--- config.mk ---
export PLATFORM = sky130hd
export DESIGN_NAME = slm_latency_regs
export DESIGN_NICKNAME = d
export VERILOG_FILES = /design/src/shared/slm_pkg.sv /design/src/hdl/slm_latency_regs.sv
export SDC_FILE = /design/constraint.sdc
export NUM_CORES = 1
export LEC_CHECK = 0
export ABC_AREA = 1
export BUFFER_PORTS_ARGS = -buffer_cell sky130_fd_sc_hd__buf_2
export CAP_MARGIN = 20
export CORE_AREA = 4 4 94 131
export CTS_CLUSTER_DIAMETER = 80
export DETAILED_ROUTE_END_ITERATION = 10
export DIE_AREA = 0 0 98 135
export PLACE_DENSITY = 0.63
export RECOVER_POWER = 50
export SYNTH_ARGS = -nofsm -noshare
export SYNTH_HDL_FRONTEND = slang
export SYNTH_SLANG_ARGS = --single-unit
--- constraint.sdc ---
create_clock -name clk -period 4 [get_ports clk]
set_input_delay 0.2 -clock clk [delete_from_list [all_inputs] [get_ports clk]]
set_output_delay 0.2 -clock clk [all_outputs]
set_load 0.02 [all_outputs]
--- src/shared/slm_pkg.sv ---
// constants for the latency mode register block
package slm_pkg;
  // ************************************************************
  // addresses and field layout
  // ************************************************************
  localparam logic [5:0] SLM_ADDR_LAT = 6'h02;
  localparam logic [5:0] SLM_ADDR_IO = 6'h03;
  localparam int SLM_RL_LSB = 0;
  localparam int SLM_WL_LSB = 3;
  localparam int SLM_WLS_BIT = 6;
  localparam int SLM_LEV_BIT = 7;
  localparam int SLM_REPAIR_PROTECTION_BIT = 2;
  localparam int SLM_DBIRD_BIT = 6;
  localparam logic [7:0] SLM_LAT_RST = 8'h00;
  localparam logic [7:0] SLM_IO_RST = 8'h31;
  localparam logic [5:0] SLM_BL32_EXTRA = 6'h08;

  // ************************************************************
  // latency tables, entry i is code i
  // ************************************************************
  localparam logic [7:0][5:0] SLM_RL_PLAIN = {6'h24, 6'h20, 6'h1C, 6'h18,
                                              6'h14, 6'h0E, 6'h0A, 6'h06};
  localparam logic [7:0][5:0] SLM_RL_INV = {6'h28, 6'h24, 6'h20, 6'h1C,
                                            6'h16, 6'h10, 6'h0C, 6'h06};
  localparam logic [7:0][5:0] SLM_WL_A = {6'h12, 6'h10, 6'h0E, 6'h0C,
                                          6'h0A, 6'h08, 6'h06, 6'h04};
  localparam logic [7:0][5:0] SLM_WL_B = {6'h22, 6'h1E, 6'h1A, 6'h16,
                                          6'h12, 6'h0C, 6'h08, 6'h04};
  localparam logic [7:0][5:0] SLM_RTP = {6'h10, 6'h0E, 6'h0C, 6'h0A,
                                         6'h08, 6'h08, 6'h08, 6'h08};

  typedef enum logic {
    SLM_PRC_IDLE = 1'b0,
    SLM_PRC_WAIT = 1'b1
  } slm_prc_t;

  localparam int SLM_PIN_W = 17;
endpackage

--- src/hdl/slm_latency_regs.sv ---
// latency mode register and auto-precharge delay logic
`timescale 1ns/10ps
// Operation
// - plain reads map code to latency and rtp
// - inverted reads use second latency table
// - set A write latency table
// - set B write latency table
// - bit 6 picks write latency set
// - bit 7 enables write leveling
// - leveling holds mrw state until cleared
// - access copy chosen by access set point
// - operating values from in-use set point
// - inactive copy never affects operating values
// - long bursts add eight clocks
// - read auto-precharge waits rtp clocks
// - write auto-precharge waits recovery clocks
// - latency register lives at address 2
// - io bit 6 enables read inversion
module slm_latency_regs (
  input wire logic clk,
  input wire logic rst_n,
  input wire logic link_ck,
  input wire logic mrw_req,
  input wire logic mrr_req,
  input wire logic [5:0] mr_addr,
  input wire logic [7:0] mr_op,
  input wire logic set_point_for_access,
  input wire logic set_point_in_use,
  input wire logic rd_ap_done,
  input wire logic rd_ap_bl32,
  input wire logic wr_ap_done,
  input wire logic [5:0] recovery_cycles_after_store,
  output logic [7:0] mrr_data,
  output logic mrr_valid,
  output logic [5:0] read_latency,
  output logic [5:0] write_latency,
  output logic [4:0] read_to_precharge_cycles,
  output logic inversion_on_reads,
  output logic leveling_on,
  output logic precharge_start
);
  import slm_pkg::*;

  // ************************************************************
  // state
  // ************************************************************
  typedef struct packed {
    logic [SLM_PIN_W-1:0] pin_s1;
    logic [SLM_PIN_W-1:0] pin_s2;
    logic ck_prev;
    logic [1:0][7:0] lat;
    logic [1:0][7:0] io;
    logic [7:0] rdata;
    logic rvalid;
    logic [5:0] rl;
    logic [5:0] wl;
    logic [4:0] rtp;
    logic inv;
    logic lev;
    slm_prc_t prc;
    logic [5:0] cnt;
    logic pre;
  } slm_state_t;

  slm_state_t st_ff;
  slm_state_t nxt_st;
  logic ck_s;
  logic ck_rise;
  logic c_mrw;
  logic c_mrr;
  logic [5:0] c_addr;
  logic [7:0] c_op;
  logic [7:0] lat_use;
  logic [7:0] io_use;
  logic [2:0] rl_code;
  logic [2:0] wl_code;

  assign {ck_s, c_mrw, c_mrr, c_addr, c_op} = st_ff.pin_s2;
  assign ck_rise = ck_s & ~st_ff.ck_prev;
  assign lat_use = st_ff.lat[set_point_in_use];
  assign io_use = st_ff.io[set_point_in_use];
  assign rl_code = lat_use[SLM_RL_LSB +: 3];
  assign wl_code = lat_use[SLM_WL_LSB +: 3];

  // ************************************************************
  // next state
  // ************************************************************
  always_comb begin
    nxt_st = st_ff;
    nxt_st.pin_s1 = {link_ck, mrw_req, mrr_req, mr_addr, mr_op};
    nxt_st.pin_s2 = st_ff.pin_s1;
    nxt_st.ck_prev = ck_s;
    nxt_st.rvalid = 1'b0;
    nxt_st.pre = 1'b0;
    if (ck_rise && c_mrw) begin
      if (c_addr == SLM_ADDR_LAT) begin
        nxt_st.lat[set_point_for_access] = c_op;
      end else if (c_addr == SLM_ADDR_IO) begin
        nxt_st.io[set_point_for_access] = c_op;
        // repair protection only clears at reset
        if (st_ff.io[set_point_for_access][SLM_REPAIR_PROTECTION_BIT]) begin
          nxt_st.io[set_point_for_access][SLM_REPAIR_PROTECTION_BIT] = 1'b1;
        end
      end
    end
    // reads refused while leveling
    if (ck_rise && c_mrr && !st_ff.lev) begin
      nxt_st.rvalid = 1'b1;
      if (c_addr == SLM_ADDR_LAT) begin
        nxt_st.rdata = st_ff.lat[set_point_for_access];
      end else if (c_addr == SLM_ADDR_IO) begin
        nxt_st.rdata = st_ff.io[set_point_for_access];
      end else begin
        nxt_st.rdata = 8'h00;
      end
    end
    nxt_st.inv = io_use[SLM_DBIRD_BIT];
    nxt_st.rl = io_use[SLM_DBIRD_BIT] ? SLM_RL_INV[rl_code] : SLM_RL_PLAIN[rl_code];
    nxt_st.rtp = SLM_RTP[rl_code][4:0];
    nxt_st.wl = lat_use[SLM_WLS_BIT] ? SLM_WL_B[wl_code] : SLM_WL_A[wl_code];
    nxt_st.lev = lat_use[SLM_LEV_BIT];
    unique case (st_ff.prc)
      SLM_PRC_IDLE: begin
      end
      SLM_PRC_WAIT: begin
        if (ck_rise) begin
          nxt_st.cnt = st_ff.cnt - 6'h01;
          if (st_ff.cnt <= 6'h01) begin
            nxt_st.pre = 1'b1;
            nxt_st.prc = SLM_PRC_IDLE;
          end
        end
      end
    endcase
    if (rd_ap_done) begin
      nxt_st.prc = SLM_PRC_WAIT;
      nxt_st.cnt = {1'b0, st_ff.rtp} + (rd_ap_bl32 ? SLM_BL32_EXTRA : 6'h00);
    end else if (wr_ap_done) begin
      nxt_st.prc = SLM_PRC_WAIT;
      nxt_st.cnt = recovery_cycles_after_store;
    end
  end

  always_ff @(posedge clk) begin
    if (!rst_n) begin
      st_ff <= '0;
      st_ff.lat <= {SLM_LAT_RST, SLM_LAT_RST};
      st_ff.io <= {SLM_IO_RST, SLM_IO_RST};
      st_ff.rl <= SLM_RL_PLAIN[0];
      st_ff.wl <= SLM_WL_A[0];
      st_ff.rtp <= SLM_RTP[0][4:0];
      st_ff.prc <= SLM_PRC_IDLE;
    end else begin
      st_ff <= nxt_st;
    end
  end

  assign mrr_data = st_ff.rdata;
  assign mrr_valid = st_ff.rvalid;
  assign read_latency = st_ff.rl;
  assign write_latency = st_ff.wl;
  assign read_to_precharge_cycles = st_ff.rtp;
  assign inversion_on_reads = st_ff.inv;
  assign leveling_on = st_ff.lev;
  assign precharge_start = st_ff.pre;

  // ************************************************************
  // checks
  // ************************************************************
  property p_rl_table;
    @(posedge clk) disable iff (!rst_n)
    $past(rst_n) |-> read_latency == ($past(io_use[SLM_DBIRD_BIT]) ?
      SLM_RL_INV[$past(rl_code)] : SLM_RL_PLAIN[$past(rl_code)]);
  endproperty
  a_rl_table: assert property (p_rl_table) else $error("read latency mismatch");

  property p_rtp_table;
    @(posedge clk) disable iff (!rst_n)
    $past(rst_n) |-> read_to_precharge_cycles == SLM_RTP[$past(rl_code)][4:0];
  endproperty
  a_rtp_table: assert property (p_rtp_table) else $error("rtp mismatch");

  property p_wl_table;
    @(posedge clk) disable iff (!rst_n)
    $past(rst_n) |-> write_latency == ($past(lat_use[SLM_WLS_BIT]) ?
      SLM_WL_B[$past(wl_code)] : SLM_WL_A[$past(wl_code)]);
  endproperty
  a_wl_table: assert property (p_wl_table) else $error("write latency mismatch");

  property p_lev_hold;
    @(posedge clk) disable iff (!rst_n)
    leveling_on && $stable(set_point_in_use)
      && !$past(ck_rise && c_mrw && c_addr == SLM_ADDR_LAT) |=> leveling_on;
  endproperty
  a_lev_hold: assert property (p_lev_hold) else $error("leveling dropped");

  property p_mrw_copy;
    @(posedge clk) disable iff (!rst_n)
    ck_rise && c_mrw && c_addr == SLM_ADDR_LAT |=>
      st_ff.lat[$past(set_point_for_access)] == $past(c_op)
      && st_ff.lat[!$past(set_point_for_access)] == $past(st_ff.lat[!set_point_for_access]);
  endproperty
  a_mrw_copy: assert property (p_mrw_copy) else $error("wrong copy written");

  property p_mrr_lev;
    @(posedge clk) disable iff (!rst_n)
    leveling_on |=> !mrr_valid;
  endproperty
  a_mrr_lev: assert property (p_mrr_lev) else $error("read during leveling");

  property p_rd_load;
    @(posedge clk) disable iff (!rst_n)
    rd_ap_done |=> st_ff.prc == SLM_PRC_WAIT
      && st_ff.cnt == {1'b0, $past(st_ff.rtp)} + ($past(rd_ap_bl32) ? SLM_BL32_EXTRA : 6'h00);
  endproperty
  a_rd_load: assert property (p_rd_load) else $error("read delay load wrong");

  property p_wr_load;
    @(posedge clk) disable iff (!rst_n)
    wr_ap_done && !rd_ap_done |=> st_ff.cnt == $past(recovery_cycles_after_store);
  endproperty
  a_wr_load: assert property (p_wr_load) else $error("write delay load wrong");

  property p_pre_cause;
    @(posedge clk) disable iff (!rst_n)
    precharge_start |-> $past(st_ff.prc == SLM_PRC_WAIT && ck_rise && st_ff.cnt <= 6'h01);
  endproperty
  a_pre_cause: assert property (p_pre_cause) else $error("early precharge");

  property p_reset_dflt;
    @(posedge clk)
    !rst_n |=> st_ff.lat == {SLM_LAT_RST, SLM_LAT_RST} && !leveling_on;
  endproperty
  a_reset_dflt: assert property (p_reset_dflt) else $error("reset default lost");

  property p_rd_answer;
    @(posedge clk) disable iff (!rst_n)
    ck_rise && c_mrr && !leveling_on && c_addr == SLM_ADDR_LAT |=>
      mrr_valid && mrr_data == $past(st_ff.lat[set_point_for_access]);
  endproperty
  a_rd_answer: assert property (p_rd_answer) else $error("wrong read copy");

  property p_mrr_cause;
    @(posedge clk) disable iff (!rst_n)
    mrr_valid |-> $past(ck_rise && c_mrr && !leveling_on);
  endproperty
  a_mrr_cause: assert property (p_mrr_cause) else $error("unrequested read answer");

  property p_other_addr;
    @(posedge clk) disable iff (!rst_n)
    ck_rise && c_mrw && c_addr != SLM_ADDR_LAT && c_addr != SLM_ADDR_IO |=>
      $stable(st_ff.lat) && $stable(st_ff.io);
  endproperty
  a_other_addr: assert property (p_other_addr) else $error("stray address written");

  property p_inactive_copy;
    @(posedge clk) disable iff (!rst_n)
    ck_rise && c_mrw && c_addr == SLM_ADDR_LAT && set_point_for_access != set_point_in_use
      ##1 $stable(set_point_in_use) |=>
      $stable(read_latency) && $stable(write_latency) && $stable(leveling_on);
  endproperty
  a_inactive_copy: assert property (p_inactive_copy) else $error("inactive copy leaked");

  property p_inv_src;
    @(posedge clk) disable iff (!rst_n)
    $past(rst_n) |-> inversion_on_reads == $past(io_use[SLM_DBIRD_BIT]);
  endproperty
  a_inv_src: assert property (p_inv_src) else $error("inversion source wrong");

  property p_lev_src;
    @(posedge clk) disable iff (!rst_n)
    $past(rst_n) |-> leveling_on == $past(lat_use[SLM_LEV_BIT]);
  endproperty
  a_lev_src: assert property (p_lev_src) else $error("leveling source wrong");

  property p_pre_pulse;
    @(posedge clk) disable iff (!rst_n)
    precharge_start |=> !precharge_start;
  endproperty
  a_pre_pulse: assert property (p_pre_pulse) else $error("precharge start too long");

  property p_idle_quiet;
    @(posedge clk) disable iff (!rst_n)
    st_ff.prc == SLM_PRC_IDLE |=> !precharge_start;
  endproperty
  a_idle_quiet: assert property (p_idle_quiet) else $error("precharge without burst");

  property p_cnt_step;
    @(posedge clk) disable iff (!rst_n)
    st_ff.prc == SLM_PRC_WAIT && ck_rise && st_ff.cnt > 6'h01 && !rd_ap_done && !wr_ap_done
      |=> st_ff.prc == SLM_PRC_WAIT && st_ff.cnt == $past(st_ff.cnt) - 6'h01;
  endproperty
  a_cnt_step: assert property (p_cnt_step) else $error("delay count step wrong");

  property p_cnt_hold;
    @(posedge clk) disable iff (!rst_n)
    st_ff.prc == SLM_PRC_WAIT && !ck_rise && !rd_ap_done && !wr_ap_done
      |=> st_ff.prc == SLM_PRC_WAIT && $stable(st_ff.cnt);
  endproperty
  a_cnt_hold: assert property (p_cnt_hold) else $error("delay count moved");

  c_lev: cover property (@(posedge clk) disable iff (!rst_n) $rose(leveling_on));
  c_pre: cover property (@(posedge clk) disable iff (!rst_n) precharge_start);
  c_rd_answer: cover property (@(posedge clk) disable iff (!rst_n) mrr_valid);
  c_long_burst: cover property (@(posedge clk) disable iff (!rst_n) rd_ap_done && rd_ap_bl32);
  c_inactive_wr: cover property (@(posedge clk) disable iff (!rst_n)
    ck_rise && c_mrw && set_point_for_access != set_point_in_use);
endmodule // slm_latency_regs

* After elaboration in Yosys (flattened, before gate mapping)
Memories as Yosys holds them, arrays and structs flattened. A register that Yosys moved wholly into a read port is not among the register bits. Index checks and enable logic that the tools add are counted. W data, S select, Z words.
Word-level totals: input bits 30, bits in registers 98, output and inout port bits 29, bits in read-only memories 240, memories 5
Memories:
- (no name shown) | words 8, bits a word 6, read ports 1, clocked after Yosys merged registers in 0, write ports 0, line slm_latency_regs.sv:120 | nxt_st.wl = lat_use[SLM_WLS_BIT] ? SLM_WL_B[wl_code] : SLM_WL_A[wl_code];
- (no name shown) | words 8, bits a word 6, read ports 1, clocked after Yosys merged registers in 0, write ports 0, line slm_latency_regs.sv:120
- (no name shown) | words 8, bits a word 6, read ports 1, clocked after Yosys merged registers in 1, write ports 0, line slm_latency_regs.sv:119 | nxt_st.rtp = SLM_RTP[rl_code][4:0];
- (no name shown) | words 8, bits a word 6, read ports 1, clocked after Yosys merged registers in 0, write ports 0, line slm_latency_regs.sv:118 | nxt_st.rl = io_use[SLM_DBIRD_BIT] ? SLM_RL_INV[rl_code] : SLM_RL_PLAIN[rl_code];
- (no name shown) | words 8, bits a word 6, read ports 1, clocked after Yosys merged registers in 0, write ports 0, line slm_latency_regs.sv:118
Cells by class: add/sub/neg operators 2, $lt $le $gt $ge 6, mux-type cells 31, reduce and logical (&&, ||, !) cells 12, bitwise gates (word level) 4, equality and inequality tests 2
Operator list (count):
- $mux W8 | 11
- $mux W6 | 6
- $bwmux W16 | 2
- $mux W7 | 4
- $demux W8 S1 | 2
- $mux W16 | 1
- $or A16 B16 Y16 | 1
- $eq A6 B2 Y1 const B | 2
- $lt A3 B4 Y1 const B | 2
- $add A5 B4 Y6 | 1
- $le A6 B1 Y1 const B | 1
- $reduce_and A3 Y1 | 2
- $reduce_bool A3 Y1 | 2
- $sub A6 B1 Y6 const B | 1
- $logic_and A1 B1 Y1 | 4
- $lt A1 B2 Y1 const B | 2
- $mux W4 | 1
- $reduce_and A2 Y1 | 2
- $mux W1 | 3
- $mux W3 | 1
- $logic_not A1 Y1 | 2
- $not A1 Y1 | 2
- $and A1 B1 Y1 | 1
- $ge A1 B1 Y1 const B | 1

* Longest topological paths before layout
Gate-level depths: netlist (run 1).
depth in word-level cells 7, mapped depth 10, depth with buffers taken out 9

* Worst setup path before layout (run 1)
Ideal clock, no wire load.
kind input -> register, start point input set_point_in_use, end point register st_ff (netlist bit read_latency[1]), setup time 0.123 ns, slack 2.469 ns, arrival time 1.407 ns, path buffers 2, cell stages on the path 8, cell sequence buf_4 -> buf_6 -> nand2_1 -> o21a_1 -> inv_1 -> ha_1 -> nor3_1 -> or2_2
Between the ends: cells in the longest elaborated chain, start to end 5
RTL lines:
- start: declaration | line slm_latency_regs.sv:28 | input wire logic set_point_in_use,
- $mux W8 (not written as such) (*) (2 in series) | line slm_latency_regs.sv:80 | assign lat_use = st_ff.lat[set_point_in_use];
- net lat_use[0] | line slm_latency_regs.sv:73 | logic [7:0] lat_use;
- $mem_v2 Z8 W6
- $mux W6 (not written as such) | line slm_latency_regs.sv:118
- $mux W6 (*) | line slm_latency_regs.sv:118
- end signal: assignment | line slm_latency_regs.sv:154 | st_ff <= nxt_st;
- end: declaration | line slm_latency_regs.sv:65 | slm_state_t st_ff;
The timed path passes the listed nets; every way through them passes the cells marked *. The select of a mux whose other input is x is not followed. A chain may end at the register's enable or synchronous reset.

* Worst setup path in the final report (run 1)
start point register st_ff (netlist bit ck_s), end point register st_ff (netlist bit mrr_data[1])
Between the ends: cells in the longest elaborated chain, start to end 3
RTL lines:
- $and A1 B1 Y1 | line slm_latency_regs.sv:79 | assign ck_rise = ck_s & ~st_ff.ck_prev;
- $logic_and A1 B1 Y1 (2 in series) | line slm_latency_regs.sv:107 | if (ck_rise && c_mrr && !st_ff.lev) begin
Every way passes these cells.

==> metrics.csv, run 1 <==
metric;value;unit
IO Pins;59;
vias in the first global route;3237;
RSZ-0062 raised after global routing;false;
DP HPWL;6.34;mm
gp weighted congestion;0.850;
crit start category;flip-flop;
Seq pwr share;0.527;
Fillers;1192;
Final period util;0.424;
cts hold-fix bufs;0;
Storage cell area;2000;um^2
Initial Util;0.391;
CTS tree;done;
max-capacitance violation count;0;
critical path class;reg -> reg;
largest area contributor in the netlist;dfxtp_1;
PD cells;412;nW/um^2
Data arrival, critical path;1.93;ns
VDD IR-drop max;0.000215;V
CTS root buf;clkbuf_16;
routed len/inst;11.5;um
Max Slew Vio Count;0;
Cells after Synth;586;
clock power share;0.406;
share of layout cells above drive strength 1;0.122;
Multi-input gate area;1740;um^2
LEAKAGE;2.39;nW
Die Y-Extent;135;um
# port buffers;55;
Final Worst Setup Slack;2.31;ns
Yosys cell types;38;
Int Power;1.51;mW
share of the synthesized area in the top cell type;0.456;
sw power;0.464;mW
Main synth FF type;dfxtp_1;
Synth Cell Area;4390;um^2
maximum clock rate;0.590;GHz
Hold Crit Class;in -> reg;
P&R area growth vs syn;8.92;%
htree depth;3;
compound-gate portion of the synthesized area;0.105;
simple-gate share of the synthesized area;0.253;
number of vias in the routed layout;3409;
xor-xnor portion of the synthesized cell area;0.00200;
DR pass1 iterations;4;
Hold WS;0.0356;ns
Finished Cell Area;4780;um^2
die area;13200;um^2
EDFF count, synth;0;
gr ovfl total;0;
number of antenna diodes;0;
first-pass GRT wire length;14.9;mm
Final Net Count;650;
Critical Path RT;4.23;ns
drt drc;0;
post-CTS setup buffers;0;
mux cell area share after synthesis;0;
CTS Buffer Depth;2;
Final setup viols;0;
worst-path fanout max;14;
max_slew headroom;0.475;
initial detailed-routing violation count;176;
YS warnings;0;
Max Clock Skew;0.00574;ns
placed inst area;4530;um^2
Die X;98;um
final setup TNS;0;ns
CTS Buf Count;9;
core box area;11200;um^2
Rows;46;
Adder-Cell Fraction of Synth Area;0.0342;
flops & latches, synth;100;
pin count of the biggest net entering global routing;81;
outcome;finished, final reports clean;
CTS resizes;0;
Worst setup EP type;flip-flop;
routed wire length;8.70;mm
initial antenna violation count;0;
Clock transition at path regs;0.07;ns
TritonCTS Sinks;100;
switching share of power;0.236;
final hold vios;0;
worst skew pair latency;0.34;ns
PnR Total Power;1.97;mW
Async SR Flop Fraction;0;
register area share after synthesis;0.456;
global-route usage over all layers;0.139;
min cycle time layout;1.69;ns
worst slew pin tran;0.788;ns
syn_area_per_cell;7.49;um^2
setup slack at placement;2.15;ns
main combinational cell family by area after synthesis;simple AND/OR/NAND/NOR gates;
main area contributors after synthesis;dfxtp_1 (46%), nand2_1 (13%), inv_1 (7.0%);
Logic pwr share;0.067;
ANT nets after route;0;
DR vias/cell;4.50;
[cells by family (layout without fill, tap and decap cells)]
kind of cell    count (synthesis)  count (layout)
simple gates                  257             257
buf+inv                       135             160
compound gates                 80              80
other cells                     1               3
fa+ha+maj                      12              12
flops                         100             100
xor+xnor                        1               1
[cells in the mapped netlist, types with 3 or more instances]
master    instances
nand2_1         157
inv_2             4
ha_1             12
inv_1            82
o21ai_2           4
nand2_2           4
o211ai_1          7
or2_2             4
nand4_1           3
clkbuf_1          7
buf_4            27
buf_2             7
o21ai_1           5
a21oi_2           3
nor2_1           49
buf_6             5
nor2_4            4
o21ai_0          30
nand3_1          23
nor2_2            3
nor3_1            3
dfxtp_1         100
a21oi_1          25
[worst max-delay path, cell delays in order (launching register included)]
cell and delay (ns):
dfxtp_1 0.33, inv_1 0.04, nor2_1 0.23, nand2_1 0.21, inv_1 0.39, nand3_1 0.20, o211ai_1 0.12, inv_1 0.05
[path summary, 6_finish.rpt]
kind	depth (start not counted)	end	startpoint	slack (ns)
min	3	nxt_st[74]	mr_op[5]	0.04
max	7	mrr_data[1]	ck_s	2.31
min reg2reg	2	ck_s	nxt_st[85]	0.41
max reg2reg	7	mrr_data[1]	ck_s	2.31
[layout make-up]
class | count | share of cell area
repair buffers | 56 | 0.0524
clock buffers | 11 | 0.0508
flip-flops and latches | 100 | 0.419
multi-input cells | 353 | 0.363
well taps | 144 | 0.0377
clock inverters | 5 | 0.00785
inverters | 88 | 0.0691
[per-stage QoR]
step,std cells,utilization
5_1_grt,757,0.426
3_3_place_gp,741,0.404
4_1_cts,757,0.429
2_1_floorplan,588,-
6_report,757,0.426
3_5_place_dp,741,0.404
[registers in the layout (all words and copies together), names as in the netlist, named ones only]
| signal | count |
|---|---|
| write_latency | 5 |
| c_mrr | 1 |
| mrr_valid | 1 |
| inversion_on_reads | 1 |
| read_latency | 5 |
| c_addr | 6 |
| st_ff | 38 |
| read_to_precharge_cycles | 4 |
| precharge_start | 1 |
| c_mrw | 1 |
| ck_s | 1 |
| nxt_st | 17 |
| mrr_data | 8 |
| c_op | 8 |
| leveling_on | 1 |
[cells in the final DEF, fill, tap and decap left out, types with 3 or more instances in the layout]
cell	n
ha_1	12
o211ai_1	7
nand4_1	3
nand2_1	157
o21ai_2	4
nor2_4	4
a21oi_2	3
clkbuf_16	9
nor2_1	50
inv_2	4
dfxtp_1	100
or2_2	4
o21ai_1	5
nor3_1	3
clkbuf_1	27
buf_2	29
nand3_1	23
a21oi_1	25
conb_1	3
nand2_2	4
inv_1	82
o21ai_0	30
[power groups by stage]
stage / registers, mW / clock network [mW] / logic [mW]
2_1_floorplan: 1.06 / 0 / 0.107
3_3_place_gp: 1.06 / 0 / 0.131
3_5_place_dp: 1.06 / 0 / 0.135
4_1_cts: 1.04 / 0.828 / 0.136
5_1_grt: 1.04 / 0.862 / 0.152
6_report: 1.04 / 0.799 / 0.133
[routing by layer]
layer | part of all wire | GRT usage | wire length [um]
met2 | 0.51 | 0.249 | 4440
met1 | 0.42 | 0.156 | 3630
met4 | 0.026 | 0.0747 | 222
met5 | 0 | 0 | 0
met3 | 0.047 | 0.0222 | 409
No activity file was read; power rests on OpenSTA's default activity.
==> inputs of run 2 (changes only) <==
--- a/config.mk
+++ b/config.mk
@@ -5,13 +5,13 @@
 export SDC_FILE = /design/constraint.sdc
 export NUM_CORES = 1
 export LEC_CHECK = 0
-export ABC_AREA = 1
+export ABC_AREA = 0
 export BUFFER_PORTS_ARGS = -buffer_cell sky130_fd_sc_hd__buf_2
 export CAP_MARGIN = 20
-export CORE_AREA = 4 4 94 131
+export CORE_AREA = 4 4 93 130
 export CTS_CLUSTER_DIAMETER = 80
 export DETAILED_ROUTE_END_ITERATION = 10
-export DIE_AREA = 0 0 98 135
+export DIE_AREA = 0 0 97 134
 export PLACE_DENSITY = 0.63
 export RECOVER_POWER = 50
 export SYNTH_ARGS = -nofsm -noshare
==> constraint.sdc (replaced) <==
create_clock -name clk -period 1.6 [get_ports clk]
set_input_delay 0.08 -clock clk [delete_from_list [all_inputs] [get_ports clk]]
set_output_delay 0.08 -clock clk [all_outputs]
set_load 0.02 [all_outputs]
==> run 2 against run 1 <==
Net effect:
- sequential share of layout area shrank 1.8 points
- core utilization is 3.4 points higher
- setup slack got worse by 2.1 ns
- highest routed layer unchanged
- critical path depth is 3 lower
- design area grew 4.6%
- flip-flop and latch count unchanged
- area after synthesis is 2.9% lower
==> metrics.csv, run 2 <==
metric;value;unit
Fillers;1037;
compound-gate portion of the synthesized area;0.106;
RSZ-0062 raised after global routing;false;
PnR Total Power;5.07;mW
drt drc;0;
top-count cell post-synth;dfxtp_1;
CTS tree;done;
first-pass GRT wire length;15.5;mm
ANT nets after route;0;
Synth Cell Area;4260;um^2
most frequent cells after synthesis;dfxtp_1 (100), nand2_1 (42), a21oi_1 (41), nand3_1 (41), and2_1 (40);
largest reg by FF count;st_ff;
mux cell area share after synthesis;0.0816;
Max Slew Vio Count;0;
outcome;finished, final reports clean;
Placed Cells;613;
Clock transition at path regs;0.07;ns
core box area;10900;um^2
xor-xnor portion of the synthesized cell area;0.0103;
routed len/inst;14.0;um
Worst Hold Depth;3;
share of layout cells above drive strength 1;0.188;
pin count of the biggest net entering global routing;31;
Final Net Count;542;
P&R area growth vs syn;17.4;%
EDFF count, synth;0;
gp weighted congestion;0.855;
# port buffers;55;
maximum clock rate;0.700;GHz
Rows;45;
Worst setup EP type;flip-flop;
VDD IR-drop max;0.000543;V
htree depth;3;
DR vias/cell;5.00;
register area share after synthesis;0.470;
GRT met2 Usage;0.258;
main area contributors after synthesis;dfxtp_1 (47%), and2_1 (5.9%), buf_4 (5.3%);
leading cell type in the layout, fill and taps excluded;dfxtp_1;
met3 global-route usage;0.0338;
Max Clock Skew;0.00966;ns
simple-gate share of the synthesized area;0.208;
Hold Crit Class;in -> reg;
met1 usage;0.168;
gr ovfl total;0;
Cells after Synth;446;
Yosys cell types;53;
worst r2r path cells;4;
Adder-Cell Fraction of Synth Area;0.0352;
PD cells;1010;nW/um^2
Largest register FFs;38;
Die X;97;um
LEAKAGE;1.97;nW
CTS Buffer Depth;2;
flops & latches, synth;100;
max-capacitance violation count;0;
Data arrival, critical path;1.72;ns
die area;13000;um^2
DP HPWL;6.45;mm
crit start category;flip-flop;
min cycle time layout;1.43;ns
max_slew headroom;0.441;
Main synth FF type;dfxtp_1;
share of the synthesized area in the top cell type;0.470;
syn_area_per_cell;9.55;um^2
worst-path fanout max;6;
CTS Buf Count;9;
Initial Util;0.392;
Final setup viols;0;
most frequent cells in the layout;dfxtp_1 (100), nand2_1 (42), a21oi_1 (41), nand3_1 (41);
Critical Path RT;1.89;ns
final hold vios;0;
CTS root buf;clkbuf_16;
non-filler cells, final;646;
Async SR Flop Fraction;0;
main combinational cell family by area after synthesis;simple AND/OR/NAND/NOR gates;
YS warnings;0;
start point of the worst min-delay path;recovery_cycles_after_store[3];
critical path class;reg -> reg;
number of antenna diodes;0;
routed wire length;9.07;mm
Worst Setup SP;ck_s;
TritonCTS Sinks;100;
Die Y-Extent;134;um
post-CTS setup buffers;0;
final setup TNS;0;ns
global-route usage over all layers;0.147;
DR pass1 iterations;4;
largest area contributor in the netlist;dfxtp_1;
worst skew pair latency;0.35;ns
Final period util;0.893;
IO Pins;59;
reg2reg start;ck_s;
initial detailed-routing violation count;214;
layer with the highest usage;met2;
vias in the first global route;3261;
number of vias in the routed layout;3229;
initial antenna violation count;0;
worst slew pin tran;0.839;ns
==> run 2: changes by cell type in the layout (fill, tap and decap cells not counted), moves of 6 or more <==
cell	before	now
a22oi_1	0	6
and2_0	0	12
and2_1	0	28
nand2_1	157	42
inv_1	82	8
buf_4	1	14
o21ai_0	30	14
dlygate4sd3_1	0	17
a21oi_1	25	41
mux2_2	0	19
nand3_1	23	41
nor2_1	50	17
==> run 2: power breakdown <==
part	switching [mW]	internal [mW]	total, mW
sequential	0.0344	2.54	2.58
combinational	0.135	0.141	0.276
clock	0.979	1.24	2.22
total	1.15	3.92	5.07
==> run 2: final timing paths <==
kind | endpoint | slack [ns]
worst max register to register | st_ff[2] | 0.17
worst min-delay path | st_ff[4] | 0.08
worst max-delay path | st_ff[2] | 0.17
worst min register to register | c_addr[4] | 0.43
==> run 2: logic make-up (layout without fill, tap and decap cells) <==
kind of cell	after synthesis	count (layout)
multiplexers	29	29
flip-flops	100	100
buffers and inverters	59	116
XOR/XNOR	5	5
AO/OA/AOI/OAI	77	77
other	1	3
adder cells (fa/ha/maj)	12	12
AND/OR/NAND/NOR	163	163
==> run 2: final cells by class <==
| class | instances | area [um^2] | share of cell area |
|---|---|---|---|
| repair buffers | 91 | 586 | 0.117 |
| well taps | 141 | 176 | 0.0353 |
| clock buffers | 9 | 225 | 0.0450 |
| inverters | 9 | 33.8 | 0.00676 |
| flip-flops and latches | 100 | 2000 | 0.400 |
| clock inverters | 7 | 82.6 | 0.0165 |
| multi-input cells | 289 | 1890 | 0.379 |
==> run 2: metal layers <==
metal	part of all wire	routed length, um
met5	0	0
met3	0.045	411
met2	0.49	4470
met4	0.032	289
met1	0.43	3910
==> run 2: metrics by stage <==
step           utilization  setup slack, ns  hold WS (ns)  cell area [um^2]
5_1_grt              0.460           0.0379        0.0897              5000
3_3_place_gp         0.419            0.185         0.285              4560
3_5_place_dp         0.419            0.110         0.288              4560
4_1_cts              0.463            0.161        0.0724              5040
6_report             0.460            0.172        0.0754              5000
2_1_floorplan            -            0.197         0.207              4270
==> run 2: repair_timing <==
action                     4_1_cts  5_1_grt
hold endpoints to repair        17        0
setup endpoints to repair        0        1
hold buffers                    17        0
resized for setup                0        1
==> run 2: worst max-delay path, stage by stage (launching register included) <==
cell and delay [ns]:
dfxtp_1 0.42, and3b_1 0.29, mux2_2 0.36, o21ai_0 0.15
o211a_1 0.15
